**src/include/cfhr_params.svh**
```systemverilog
`ifndef CFHR_PARAMS_SVH
`define CFHR_PARAMS_SVH
// ==========================================
// Register offsets (byte addresses)
`define CFHR_OFS_PC 8'h00
`define CFHR_OFS_SP 8'h04
`define CFHR_OFS_REFRESH 8'h08
`define CFHR_OFS_CTRL 8'h0C
`define CFHR_OFS_STATUS 8'h10
// ==========================================
// Field positions
`define CFHR_CTRL_IEL_BIT 0
`define CFHR_CTRL_IM_LSB 1
`define CFHR_STAT_HALT_BIT 0
`define CFHR_STAT_IRQ_BIT 1
// ==========================================
// Reset values and fixed addresses
`define CFHR_PC_RESET 16'h0000
`define CFHR_REFRESH_RESET 8'h00
`define CFHR_PAGE_RESET 8'h00
`define CFHR_IM_RESET 2'h0
`define CFHR_NMI_VECTOR 16'h0066
// ==========================================
// Timing counts in clock cycles
`define CFHR_DUMMY_CYCLES 2
`define CFHR_NOP_CYCLES 4
`endif

```
**src/include/cfhr_pkg.sv**
```systemverilog
package cfhr_pkg;
  // ==========================================
  // Commands from the instruction decoder
  typedef enum logic [3:0] {
    CFHR_OP_FETCH, CFHR_OP_JUMP, CFHR_OP_CALL, CFHR_OP_RET, CFHR_OP_PUSH, CFHR_OP_POP,
    CFHR_OP_HALT, CFHR_OP_EI, CFHR_OP_DI, CFHR_OP_EXX, CFHR_OP_IM, CFHR_OP_LDSP
  } cfhr_op_e;
  // Sequencer states
  typedef enum logic [2:0] {
    CFHR_ST_DUMMY, CFHR_ST_IDLE, CFHR_ST_HALTED, CFHR_ST_PUSH_LO,
    CFHR_ST_POP_A, CFHR_ST_POP_B, CFHR_ST_POP_C
  } cfhr_state_e;
  // One decoded command: pair 0 BC, 1 DE, 2 HL, 3 AF
  typedef struct packed {
    cfhr_op_e op;
    logic [1:0] pair;
    logic [15:0] arg;
  } cfhr_cmd_s;
  // Memory bus request, strobes active low
  typedef struct packed {
    logic rd_n;
    logic wr_n;
    logic [15:0] addr;
    logic [7:0] wdata;
  } cfhr_mem_s;
endpackage

```
**src/rtl/cfhr_pair_file.sv**
```systemverilog
`timescale 1ns/1ps
`default_nettype none
// ==========================================
// Register pairs with an alternate bank
module cfhr_pair_file
  import cfhr_pkg::*;
(
  input wire logic mclk_i,
  input wire logic [1:0] rd_sel_i,
  output logic [15:0] rd_data_o,
  input wire logic wr_en_i,
  input wire logic [1:0] wr_sel_i,
  input wire logic [15:0] wr_data_i,
  input wire logic swap_alternate_set_i
);
  // No reset: pairs keep their contents across reset
  logic [15:0] main_bank [4];
  logic [15:0] alt_bank [4];

  assign rd_data_o = main_bank[rd_sel_i];

  // Pop writes a pair; the exchange swaps BC, DE and HL but not AF
  always_ff @(posedge mclk_i) begin
    for (int i = 0; i < 4; i++) begin
      if (swap_alternate_set_i && i != 3) begin
        main_bank[i] <= alt_bank[i];
        alt_bank[i] <= main_bank[i];
      end else if (wr_en_i && wr_sel_i == 2'(i)) begin
        main_bank[i] <= wr_data_i;
      end
    end
  end
endmodule
`default_nettype wire

```
**src/rtl/cfhr_flow_ctrl.sv**
```systemverilog
// Functional notes
// - 16-bit stack pointer, down on push, up on pop
// - Calls and interrupts stack PC; returns restore it
// - No other register saved automatically
// - Push/pop move named pair, last-in first-out
// - Stack pointer not initialised by reset
// - Call stores high at SP-1, low at SP-2
// - 16-bit PC increments when driven for fetch
// - Jumps, calls, interrupts, returns load PC instead
// - Halt drives halt status low
// - Halted: NOP fetches, PC held, refresh continues
// - Registers kept throughout halt
// - Accepted interrupt ends halt; maskable needs latch
// - Reset ends halt and clears PC
// - Two dummy cycles, then fetch from zero
// - Reset clears enable latch, selects mode zero
// - Reset drives control outputs inactive high
// - Reset clears page and refresh registers
// - Refresh low seven bits count every fetch
//
// Chosen here: the register addresses and strobed register access.
`include "cfhr_params.svh"
`timescale 1ns/1ps
`default_nettype none
module cfhr_flow_ctrl
  import cfhr_pkg::*;
#(
  parameter int DUMMY_CYCLES = `CFHR_DUMMY_CYCLES,
  parameter int NOP_CYCLES = `CFHR_NOP_CYCLES
) (
  input wire logic mclk_i,
  input wire logic arst_n_i,
  // Decoder command port
  input wire logic cmd_valid_i,
  input wire cfhr_cmd_s cmd_i,
  output logic cmd_ready_o,
  // Interrupt requests
  input wire logic nmi_req_i,
  input wire logic int_req_i,
  input wire logic [15:0] int_vector_i,
  // System memory bus
  output cfhr_mem_s mem_o,
  input wire logic [7:0] mem_rdata_i,
  output logic halt_n_o,
  // Register port
  input wire logic [7:0] reg_addr_i,
  input wire logic [31:0] reg_wdata_i,
  input wire logic reg_wr_i,
  input wire logic reg_rd_i,
  output logic [31:0] reg_rdata_o
);
  // ==========================================
  // State
  cfhr_state_e state, next_state;
  logic [15:0] program_counter; // Next instruction address
  logic [15:0] stack_pointer; // Top of stack, no reset value
  logic [7:0] refresh; // Refresh counter
  logic [7:0] page; // Interrupt page register
  logic interrupt_enable_latch; // Maskable interrupt enable
  logic next_iel;
  logic [1:0] int_mode; // Maskable interrupt mode
  logic nmi_pend, next_nmi_pend; // Latched NMI request
  logic irq_arm; // Interrupt to be accepted next cycle
  logic [1:0] dcnt; // Dummy cycle counter
  logic [$clog2(NOP_CYCLES+1)-1:0] nop_cnt; // NOP spacing divider
  logic nop_tick; // One-cycle enable for a halted NOP
  logic [15:0] push_word; // Word being pushed
  logic [15:0] jump_tgt; // PC target after a push
  logic load_tgt; // Push ends with a PC load
  logic pop_to_pc; // Pop ends in the PC
  logic [1:0] pop_pair; // Pair selected for a pop
  logic [7:0] pop_low; // Low byte of a pop
  logic [15:0] pair_rdata;
  logic take, go, go_nmi, refresh_tick;

  // Address arithmetic shared by the stack paths
  function automatic logic [15:0] addr_add(input logic [15:0] a, input logic [15:0] d);
    addr_add = a + d;
  endfunction

  // ==========================================
  // Next-state decisions
  always_comb begin
    next_state = state;
    take = cmd_valid_i && cmd_ready_o;
    // Interrupts are only taken at an instruction boundary or in halt
    go = irq_arm && (state == CFHR_ST_IDLE || state == CFHR_ST_HALTED);
    go_nmi = go && nmi_pend;
    unique case (state)
      CFHR_ST_DUMMY: begin
        if (dcnt == 2'(DUMMY_CYCLES - 1)) next_state = CFHR_ST_IDLE;
      end
      CFHR_ST_IDLE: begin
        if (go) begin
          next_state = CFHR_ST_PUSH_LO;
        end else if (take) begin
          unique case (cmd_i.op)
            CFHR_OP_CALL, CFHR_OP_PUSH: next_state = CFHR_ST_PUSH_LO;
            CFHR_OP_RET, CFHR_OP_POP: next_state = CFHR_ST_POP_A;
            CFHR_OP_HALT: next_state = CFHR_ST_HALTED;
            default: next_state = CFHR_ST_IDLE;
          endcase
        end
      end
      CFHR_ST_HALTED: begin
        if (go) next_state = CFHR_ST_PUSH_LO;
      end
      CFHR_ST_PUSH_LO: next_state = CFHR_ST_IDLE;
      CFHR_ST_POP_A: next_state = CFHR_ST_POP_B;
      CFHR_ST_POP_B: next_state = CFHR_ST_POP_C;
      CFHR_ST_POP_C: next_state = CFHR_ST_IDLE;
    endcase
  end

  // Enable latch and pending NMI; a register write overrides the latch, the NMI set wins over the clear
  always_comb begin
    next_iel = interrupt_enable_latch;
    if (take && cmd_i.op == CFHR_OP_EI) next_iel = 1'b1;
    if (take && cmd_i.op == CFHR_OP_DI) next_iel = 1'b0;
    if (go) next_iel = 1'b0;
    if (reg_wr_i && reg_addr_i == `CFHR_OFS_CTRL) next_iel = reg_wdata_i[`CFHR_CTRL_IEL_BIT];
    next_nmi_pend = (nmi_pend && !go_nmi) || nmi_req_i;
  end

  assign refresh_tick = (take && cmd_i.op == CFHR_OP_FETCH) || (nop_tick && !go);

  // ==========================================
  // Sequencer state and dummy count
  always_ff @(posedge mclk_i or negedge arst_n_i) begin
    if (!arst_n_i) begin
      state <= CFHR_ST_DUMMY;
      dcnt <= 2'h0;
    end else begin
      state <= next_state;
      dcnt <= (state == CFHR_ST_DUMMY) ? dcnt + 2'h1 : 2'h0;
    end
  end

  // Interrupt arming is decided one cycle ahead so ready is a flop
  always_ff @(posedge mclk_i or negedge arst_n_i) begin
    if (!arst_n_i) begin
      interrupt_enable_latch <= 1'b0;
      int_mode <= `CFHR_IM_RESET;
      nmi_pend <= 1'b0;
      irq_arm <= 1'b0;
      cmd_ready_o <= 1'b0;
    end else begin
      interrupt_enable_latch <= next_iel;
      nmi_pend <= next_nmi_pend;
      // Maskable request only counts while the latch is set
      irq_arm <= (next_nmi_pend || (int_req_i && next_iel)) &&
        (next_state == CFHR_ST_IDLE || next_state == CFHR_ST_HALTED);
      cmd_ready_o <= next_state == CFHR_ST_IDLE &&
        !(next_nmi_pend || (int_req_i && next_iel));
      if (take && cmd_i.op == CFHR_OP_IM) int_mode <= cmd_i.arg[1:0];
      if (reg_wr_i && reg_addr_i == `CFHR_OFS_CTRL) begin
        int_mode <= reg_wdata_i[`CFHR_CTRL_IM_LSB +: 2];
      end
    end
  end

  // Halt status pin
  always_ff @(posedge mclk_i or negedge arst_n_i) begin
    if (!arst_n_i) begin
      halt_n_o <= 1'b1;
    end else if (state == CFHR_ST_IDLE && next_state == CFHR_ST_HALTED) begin
      halt_n_o <= 1'b0;
    end else if (state == CFHR_ST_HALTED && go) begin
      halt_n_o <= 1'b1;
    end
  end

  // Divider: one NOP fetch every NOP_CYCLES while halted
  always_ff @(posedge mclk_i or negedge arst_n_i) begin
    if (!arst_n_i) begin
      nop_cnt <= '0;
      nop_tick <= 1'b0;
    end else begin
      nop_tick <= 1'b0;
      if (next_state != CFHR_ST_HALTED) begin
        nop_cnt <= '0;
      end else if (nop_cnt == ($bits(nop_cnt))'(NOP_CYCLES - 1)) begin
        nop_cnt <= '0;
        nop_tick <= 1'b1;
      end else begin
        nop_cnt <= nop_cnt + 1'b1;
      end
    end
  end

  // ==========================================
  // Program counter
  always_ff @(posedge mclk_i or negedge arst_n_i) begin
    if (!arst_n_i) begin
      program_counter <= `CFHR_PC_RESET;
    end else if (take && cmd_i.op == CFHR_OP_FETCH) begin
      program_counter <= addr_add(program_counter, 16'h0001);
    end else if (take && cmd_i.op == CFHR_OP_JUMP) begin
      program_counter <= cmd_i.arg;
    end else if (state == CFHR_ST_PUSH_LO && load_tgt) begin
      program_counter <= jump_tgt;
    end else if (state == CFHR_ST_POP_C && pop_to_pc) begin
      program_counter <= {mem_rdata_i, pop_low};
    end
  end

  // Stack pointer: no reset, software loads it first
  always_ff @(posedge mclk_i) begin
    if (state == CFHR_ST_PUSH_LO) begin
      stack_pointer <= addr_add(stack_pointer, 16'hFFFE);
    end else if (state == CFHR_ST_POP_C) begin
      stack_pointer <= addr_add(stack_pointer, 16'h0002);
    end else if (take && cmd_i.op == CFHR_OP_LDSP) begin
      stack_pointer <= cmd_i.arg;
    end else if (reg_wr_i && reg_addr_i == `CFHR_OFS_SP) begin
      stack_pointer <= reg_wdata_i[15:0];
    end
  end

  // Push and pop bookkeeping; only the PC is stacked by hardware
  always_ff @(posedge mclk_i or negedge arst_n_i) begin
    if (!arst_n_i) begin
      push_word <= 16'h0000;
      jump_tgt <= 16'h0000;
      load_tgt <= 1'b0;
      pop_to_pc <= 1'b0;
      pop_pair <= 2'h0;
      pop_low <= 8'h00;
    end else begin
      if (go) begin
        push_word <= program_counter;
        jump_tgt <= go_nmi ? `CFHR_NMI_VECTOR : int_vector_i;
        load_tgt <= 1'b1;
      end else if (take) begin
        push_word <= (cmd_i.op == CFHR_OP_PUSH) ? pair_rdata : program_counter;
        jump_tgt <= cmd_i.arg;
        load_tgt <= cmd_i.op == CFHR_OP_CALL;
        pop_to_pc <= cmd_i.op == CFHR_OP_RET;
        pop_pair <= cmd_i.pair;
      end
      if (state == CFHR_ST_POP_B) pop_low <= mem_rdata_i;
    end
  end

  // ==========================================
  // Memory bus requests, one byte per cycle
  always_ff @(posedge mclk_i or negedge arst_n_i) begin
    if (!arst_n_i) begin
      mem_o <= '{rd_n: 1'b1, wr_n: 1'b1, addr: 16'h0000, wdata: 8'h00};
    end else begin
      mem_o.rd_n <= 1'b1;
      mem_o.wr_n <= 1'b1;
      if ((state == CFHR_ST_IDLE || state == CFHR_ST_HALTED) &&
          next_state == CFHR_ST_PUSH_LO) begin
        // High byte first, at SP-1
        mem_o.wr_n <= 1'b0;
        mem_o.addr <= addr_add(stack_pointer, 16'hFFFF);
        mem_o.wdata <= go ? program_counter[15:8] :
          (cmd_i.op == CFHR_OP_PUSH ? pair_rdata[15:8] : program_counter[15:8]);
      end else if (state == CFHR_ST_PUSH_LO) begin
        mem_o.wr_n <= 1'b0;
        mem_o.addr <= addr_add(stack_pointer, 16'hFFFE);
        mem_o.wdata <= push_word[7:0];
      end else if (state == CFHR_ST_IDLE && next_state == CFHR_ST_POP_A) begin
        mem_o.rd_n <= 1'b0;
        mem_o.addr <= stack_pointer;
      end else if (state == CFHR_ST_POP_A) begin
        mem_o.rd_n <= 1'b0;
        mem_o.addr <= addr_add(stack_pointer, 16'h0001);
      end else if (refresh_tick) begin
        // Fetches and halted NOPs both present the PC
        mem_o.rd_n <= 1'b0;
        mem_o.addr <= program_counter;
      end
    end
  end

  // Refresh counter and page register
  always_ff @(posedge mclk_i or negedge arst_n_i) begin
    if (!arst_n_i) begin
      refresh <= `CFHR_REFRESH_RESET;
      page <= `CFHR_PAGE_RESET;
    end else if (reg_wr_i && reg_addr_i == `CFHR_OFS_REFRESH) begin
      page <= reg_wdata_i[15:8];
      refresh <= reg_wdata_i[7:0];
    end else if (refresh_tick) begin
      refresh <= {refresh[7], refresh[6:0] + 7'h01};
    end
  end

  // ==========================================
  // Pair storage, touched only by push, pop and exchange
  cfhr_pair_file u_pairs (
    .mclk_i(mclk_i),
    .rd_sel_i(cmd_i.pair),
    .rd_data_o(pair_rdata),
    .wr_en_i(state == CFHR_ST_POP_C && !pop_to_pc),
    .wr_sel_i(pop_pair),
    .wr_data_i({mem_rdata_i, pop_low}),
    .swap_alternate_set_i(take && cmd_i.op == CFHR_OP_EXX)
  );

  // ==========================================
  // Register read port, data one cycle after the strobe
  always_ff @(posedge mclk_i or negedge arst_n_i) begin
    if (!arst_n_i) begin
      reg_rdata_o <= 32'h00000000;
    end else if (reg_rd_i) begin
      unique case (reg_addr_i)
        `CFHR_OFS_PC: reg_rdata_o <= {16'h0000, program_counter};
        `CFHR_OFS_SP: reg_rdata_o <= {16'h0000, stack_pointer};
        `CFHR_OFS_REFRESH: reg_rdata_o <= {16'h0000, page, refresh};
        `CFHR_OFS_CTRL: reg_rdata_o <= {29'h0, int_mode, interrupt_enable_latch};
        `CFHR_OFS_STATUS: reg_rdata_o <= {30'h0, nmi_pend, state == CFHR_ST_HALTED};
        default: reg_rdata_o <= 32'h00000000; // Unmapped reads as zero
      endcase
    end else begin
      reg_rdata_o <= 32'h00000000;
    end
  end
endmodule
`default_nettype wire

```
**config.mk**
```make
export PLATFORM = sky130hd
export DESIGN_NAME = cfhr_flow_ctrl
export DESIGN_NICKNAME = d
export VERILOG_FILES = /design/src/include/cfhr_pkg.sv /design/src/rtl/cfhr_pair_file.sv /design/src/rtl/cfhr_flow_ctrl.sv
export VERILOG_INCLUDE_DIRS = /design/src /design/src/include
export SDC_FILE = /design/constraint.sdc
export NUM_CORES = 1
export LEC_CHECK = 0
export BUFFER_PORTS_ARGS = -buffer_cell sky130_fd_sc_hd__buf_2
export CORE_AREA = 8 8 161 163
export CTS_BUF_LIST = sky130_fd_sc_hd__clkbuf_4 sky130_fd_sc_hd__clkbuf_8 sky130_fd_sc_hd__clkbuf_16
export DETAILED_ROUTE_END_ITERATION = 6
export DIE_AREA = 0 0 169 171
export PLACE_DENSITY = 0.77
export SYNTH_ARGS = -nofsm -noshare
export SYNTH_HDL_FRONTEND = slang
export SYNTH_HIERARCHICAL = 1
export SYNTH_SLANG_ARGS = --single-unit
```
**constraint.sdc**
```tcl
create_clock -name mclk_i -period 8.16 [get_ports mclk_i]
set_clock_uncertainty 0.2 [all_clocks]
set_input_delay 2.04 -clock mclk_i [delete_from_list [all_inputs] [get_ports mclk_i]]
set_output_delay 2.04 -clock mclk_i [all_outputs]
set_load 0.05 [all_outputs]
```
After elaboration in Yosys (flattened, before gate mapping)
Memory sizes are Yosys's and may differ from the RTL's.
Cells that the tools add are included.
Operators by class
  $lt $le $gt $ge: 0
  bitwise gates (word level): 4
  shifts and indexed selects: 0
  eq/ne operators: 31
  reductions and logical operators: 54
  multipliers: 0
  div/mod/pow operators: 0
  mux-type cells: 69
  add/subtract/negate cells: 8
Operators by type and width (count)
  16-bit 2-to-1 mux: 18
  16-bit one-hot mux with 5 select lines: 1
  8-bit 2-to-1 mux: 7
  16-bit by 1-bit adder with 16-bit output (second input constant): 2
  16-bit adder (second input constant): 2
  32-bit 2-to-1 mux: 1
  1-bit logical AND: 29
  1-bit 2-to-1 mux: 29
  25-bit 2-to-1 mux: 1
  3-bit 2-to-1 mux: 6
  3-bit one-hot mux with 6 select lines: 1
  16-bit by 2-bit adder with 16-bit output (second input constant): 1
  4-bit by 3-bit equality test with 1-bit output (second input constant): 4
  4-bit equality test (second input constant): 4
  8-bit by 4-bit equality test with 1-bit output (second input constant): 2
  3-bit by 2-bit equality test with 1-bit output (second input constant): 5
  3-bit equality test (second input constant): 4
  2-bit nonzero test: 5
  3-bit one-hot mux with 3 select lines: 1
  4-bit by 2-bit equality test with 1-bit output (second input constant): 2
  8-bit by 3-bit equality test with 1-bit output (second input constant): 1
  8-bit by 5-bit equality test with 1-bit output (second input constant): 1
  8-bit logical NOT: 1
  4-bit nonzero test: 2
  20 further kinds: 36
Storage, ports and cells
  logic and storage cells: 194
  register bits after elaboration: 158
  input bits: 93
  output and inout bits: 60
  bits in writable memories: 128
  memories: 2
  latch bits: 0
  memory bits (read-only): 0
Memories
  u_pairs.alt_bank: depth 4, width 16, rd ports 3, clocked after Yosys merged registers in 0, wr ports 3, line cfhr_pair_file.sv:18  | logic [15:0] alt_bank [4];
  u_pairs.main_bank: depth 4, width 16, rd ports 4, clocked after Yosys merged registers in 0, wr ports 4, line cfhr_pair_file.sv:17  | logic [15:0] main_bank [4];

Longest topological paths before layout
  depth after elaboration: 11
  depth in mapped cells: 12
  gate-level depth less buffers: 11

Cells and area by module
Netlist, hierarchy kept.
Modules (own cells, without submodules)
  cfhr_flow_ctrl: cells each 1072, area an instance 9186.3 µm², seq. area each 3637.2 µm², times used 1
  cfhr_pair_file: cells each 194, area an instance 4546.9 µm², seq. area each 3363.2 µm², times used 1

Worst setup path after synthesis
Ideal clock, no wire load.
  path kind: input port to flip-flop
  start point: input cmd_i[18] (netlist name)
  end point: memory u_pairs.main_bank[2][10] (data pin)
  buffers on the path: 5
  path slack: 2678 ps
  stages on the path: 8
  arrival time: 5022 ps
  required time: 7700 ps
  library setup time: 260 ps
  cells stage by stage: buf_2 > clkbuf_1 > clkbuf_1 > and3b_1 > and4bb_2 > buf_6 > buf_6 > mux2_4
RTL lines
  from (decl): line cfhr_flow_ctrl.sv:35  | input wire cfhr_cmd_s cmd_i,
  to (decl): line cfhr_pair_file.sv:17

Worst setup path in the final report
  start point: input cmd_i[18] (netlist name)
  end point: register mem_o[23] (netlist name)
Between the ends
  word-level cells in the longest chain between the ends: 11
  elaborated cells on any way between the ends: 22
  those cells by class: 7 x eq/ne; 7 x mux; 8 x reduce/logical
RTL lines
  4-bit by 2-bit equality test with 1-bit output or 4-bit by 3-bit equality test with 1-bit output (tied branches): line cfhr_flow_ctrl.sv:97  | unique case (cmd_i.op)
  2-bit OR reduction: line cfhr_flow_ctrl.sv:97
  3-bit one-hot mux with 3 select lines: line cfhr_flow_ctrl.sv:97
  3-bit 2-to-1 mux: line cfhr_flow_ctrl.sv:96  | end else if (take) begin
  3-bit 2-to-1 mux: line cfhr_flow_ctrl.sv:94  | if (go) begin
  3-bit one-hot mux with 6 select lines: line cfhr_flow_ctrl.sv:89  | unique case (state)
  3-bit equality test: line cfhr_flow_ctrl.sv:264  | end else if (state == CFHR_ST_IDLE && next_state == CFHR_ST_POP_A) begin
  1-bit logical AND: line cfhr_flow_ctrl.sv:264
  16-bit 2-to-1 mux: line cfhr_flow_ctrl.sv:264
  16-bit 2-to-1 mux: line cfhr_flow_ctrl.sv:260  | end else if (state == CFHR_ST_PUSH_LO) begin
  25-bit 2-to-1 mux: line cfhr_flow_ctrl.sv:253  | if ((state == CFHR_ST_IDLE || state == CFHR_ST_HALTED) &&
  to (signal assigned): line cfhr_flow_ctrl.sv:249  | mem_o <= '{rd_n: 1'b1, wr_n: 1'b1, addr: 16'h0000, wdata: 8'h00};
  to (decl): line cfhr_flow_ctrl.sv:42  | output cfhr_mem_s mem_o,
Several ways; a longest one is shown, not always the timed one.
A chain may end at the register's enable or synchronous reset.

==> results.ini <==
[logic_synthesis]
synth.distinct_cells = 86
syn_avg_cell_area_sq_um = 10.8
synth_edf_count = 128
yosysSeqAreaShare = 0.510
synth_flop_cell = edfxtp_1
yosys_warnings = 6
synth-seq-cells = 254
syn-instance-count = 1266
syn_area_sq_mm = 0.0137
async_flop_share = 0.496

[worst_setup_path]
r2r-end = mem_o[23]
crit_path_end_kind = flop
worstSetupStartpointType = primary input
critPathTopFamily = buffers and inverters
cp_cell_sequence = buf_2, nand2b_1, o221ai_1, o21ai_1, nand3_1, buf_4, nand2_1, inv_2, nor2_1, o21a_1, o32a_1
cp.depth = 11
timing.rr.start = state[0]
reg2reg_depth = 10
cp_max_fo = 40
required_ns = 8.40
cpPeakStageDelay_ns = 0.50
critPathKind = primary input to flop
timing.critical_path.slowest_stage_cell = buf_2
crit_arrival_ns = 4.96
rrSetupSlack_ns = 4.38
path_buf_inv = 3

[routing]
drc = 0
drt_wl_total_mm = 40.9
firstDrtPassIters = 6
vias = 10800
first_iter_violations = 1468
viasPerCell = 6.43
ant_nets = 0
wl_per_cell_um = 24.4

[timing]
fmax_ghz = 0.212
report.final.slew_viol_count = 0
finalCritPeriodShare = 0.579
final-hold-violation-count = 0
setup-tns-final_ns = 0
worst_pin_slew_ns = 1.11
slew_headroom = 0.256
setup_viol = 0
rsz0062_at_grt = false
final.min_clock_period_ns = 4.72

[outcome]
status = complete, no violations

[global_routing]
grt_util_met2 = 0.424
met1_usage = 0.389
first_global_vias = 10500
grt_usage = 0.279
grt_max_degree = 73
overflow = 0
grt-busiest-layer = met2
grt_pass1_wl_mm = 62.2
antenna_found_initial = 0
grt_util_met3 = 0.0717

[floorplan]
ios = 153
dieArea_sq_mm = 0.0289
die-width_um = 169
die_h_um = 171
core-area_sq_mm = 0.0233
start_util = 0.590
row_count = 56

[power]
peakVddDrop_uv = 245
p_per_area_mw_per_mm2 = 347
leakagePower_nw = 6.27
p_total_mw = 5.31

[cts]
tritoncts = done
post-cts-setup-buffers = 0
cts_sinks = 254
cts_buffer_depth = 3
cts_buffers = 27
cts-root-buf = clkbuf_16
worstSkewPairLatency_ns = 0.56
hold_buffers = 0
cts_resized = 0
htree_levels = 1
path_clk_slew_ns = 0.07

[final_layout]
fillers = 1849
final_layout_size_suffix_gt1_frac = 0.222
area_delta_synth_final_pct = 11.3
diodes = 0
nets = 1438

[hold_path]
holdPathEnd = dcnt[0]
hp-start = dcnt[0]
hp-class = flop to flop
hold_depth = 1

[run]
max-cap-violations = 0

[placed_design]
io_buffers = 120
dpl.hpwl_mm = 28.1
gp_congestion = 0.958

## synthesized netlist by cell type, types with 8 or more instances
master    instances  area (sq um)
nand2_1         134           503
edfxtp_1        128          3840
nor2_1          128           480
dfrtp_1         123          3080
a21oi_1          99           495
mux2i_1          52           521
o21ai_0          52           260
clkbuf_1         51           191
mux2_2           41           462
a31oi_1          37           231
mux2_4           30           450
buf_2            25           125
nand3_1          25           125
nor3_1           25           125
buf_4            20           150
xnor2_1          19           166
inv_1            17          63.8
mux4_2           17           383
a221o_1          12           120
and3_1           10          62.6
ha_1              9           113
nand2b_1          9          56.3
nand4_1           9          56.3
o211ai_1          9          67.6
xor2_1            9          78.8
a22oi_1           8          60.1
o221ai_1          8          70.1
or3_1             8          50.1
## placed cells by master (no fill, tap or decap), types with 10 or more instances in the layout
master / count
nand3_1: 25
mux2i_1: 52
nand2_1: 134
o21ai_0: 52
mux2_4: 30
dfrtp_1: 123
xnor2_1: 19
buf_2: 119
conb_1: 16
and3_1: 10
edfxtp_1: 128
a21oi_1: 99
a31oi_1: 37
a221o_1: 12
mux2_2: 41
inv_1: 17
mux4_2: 17
buf_4: 16
clkbuf_16: 27
nor3_1: 25
nor2_1: 126
## flip-flops by register name, indices dropped and copies added (netlist names), 2 cells and up
signal and flops:
push_word 8, state 3, stack_pointer 16, refresh 8, pop_pair 2, program_counter 16
jump_tgt 16, pop_low 8, reg_rdata_o 16, dcnt 2, nop_cnt 3, mem_o 26
u_pairs/main_bank 64, page 8, u_pairs/alt_bank 48, int_mode 2
## cells by family after synthesis
family,count (synthesis),share of synthesized area
compound gates,301,0.141
flops,254,0.510
simple gates,405,0.144
fa+ha+maj,9,0.00820
mux,140,0.132
other cells,1,0.000273
xor+xnor,29,0.0190
buf+inv,127,0.0460
## per-stage QoR
stage	setup slack, ns	cells	utilization	cell area, sq um	hold WS (ns)
after CTS	3.56	1676	0.657	15300	0.237
final	3.44	1676	0.657	15300	0.238
after detailed placement	2.98	1626	0.617	14300	0.229
after global placement	3.05	1626	0.617	14300	0.224
after global routing	3.24	1676	0.657	15300	0.254
after floorplan	2.68	1281	-	13800	0.210
## routing by layer
layer	vias to the layer above	share of wire
met3	95	0.11
met5	-	0
li1	4811	-
met2	662	0.45
met4	0	0.032
met1	5217	0.41
## area by class of cell
type	count	area [sq um]	area share
flip-flops and latches	254	7000	0.458
multi-input cells	900	6160	0.403
clock buffers	33	739	0.0484
repair buffers	135	716	0.0468
well taps	319	399	0.0261
clock inverters	17	201	0.0132
inverters	18	67.6	0.00442
## worst max path at each step
stage,from,endpoint,slack [ns]
finish,cmd_i[18],mem_o[23],3.44
global route,cmd_i[18],mem_o[23],3.24
detailed placement,cmd_i[18],mem_o[23],2.98
global placement,cmd_i[18],mem_o[23],3.05
floorplan,cmd_i[18],u_pairs/main_bank[2][10],2.68
CTS,cmd_i[18],mem_o[23],3.56
## where the power goes
| group | total, mW | leakage [nW] | switching, mW | internal [mW] |
|---|---|---|---|---|
| clock | 1.30 | 0.467 | 0.526 | 0.774 |
| sequential | 2.10 | 2.72 | 0.442 | 1.66 |
| combinational | 1.91 | 3.09 | 1.22 | 0.681 |
Power figures use the tool's default switching activity.
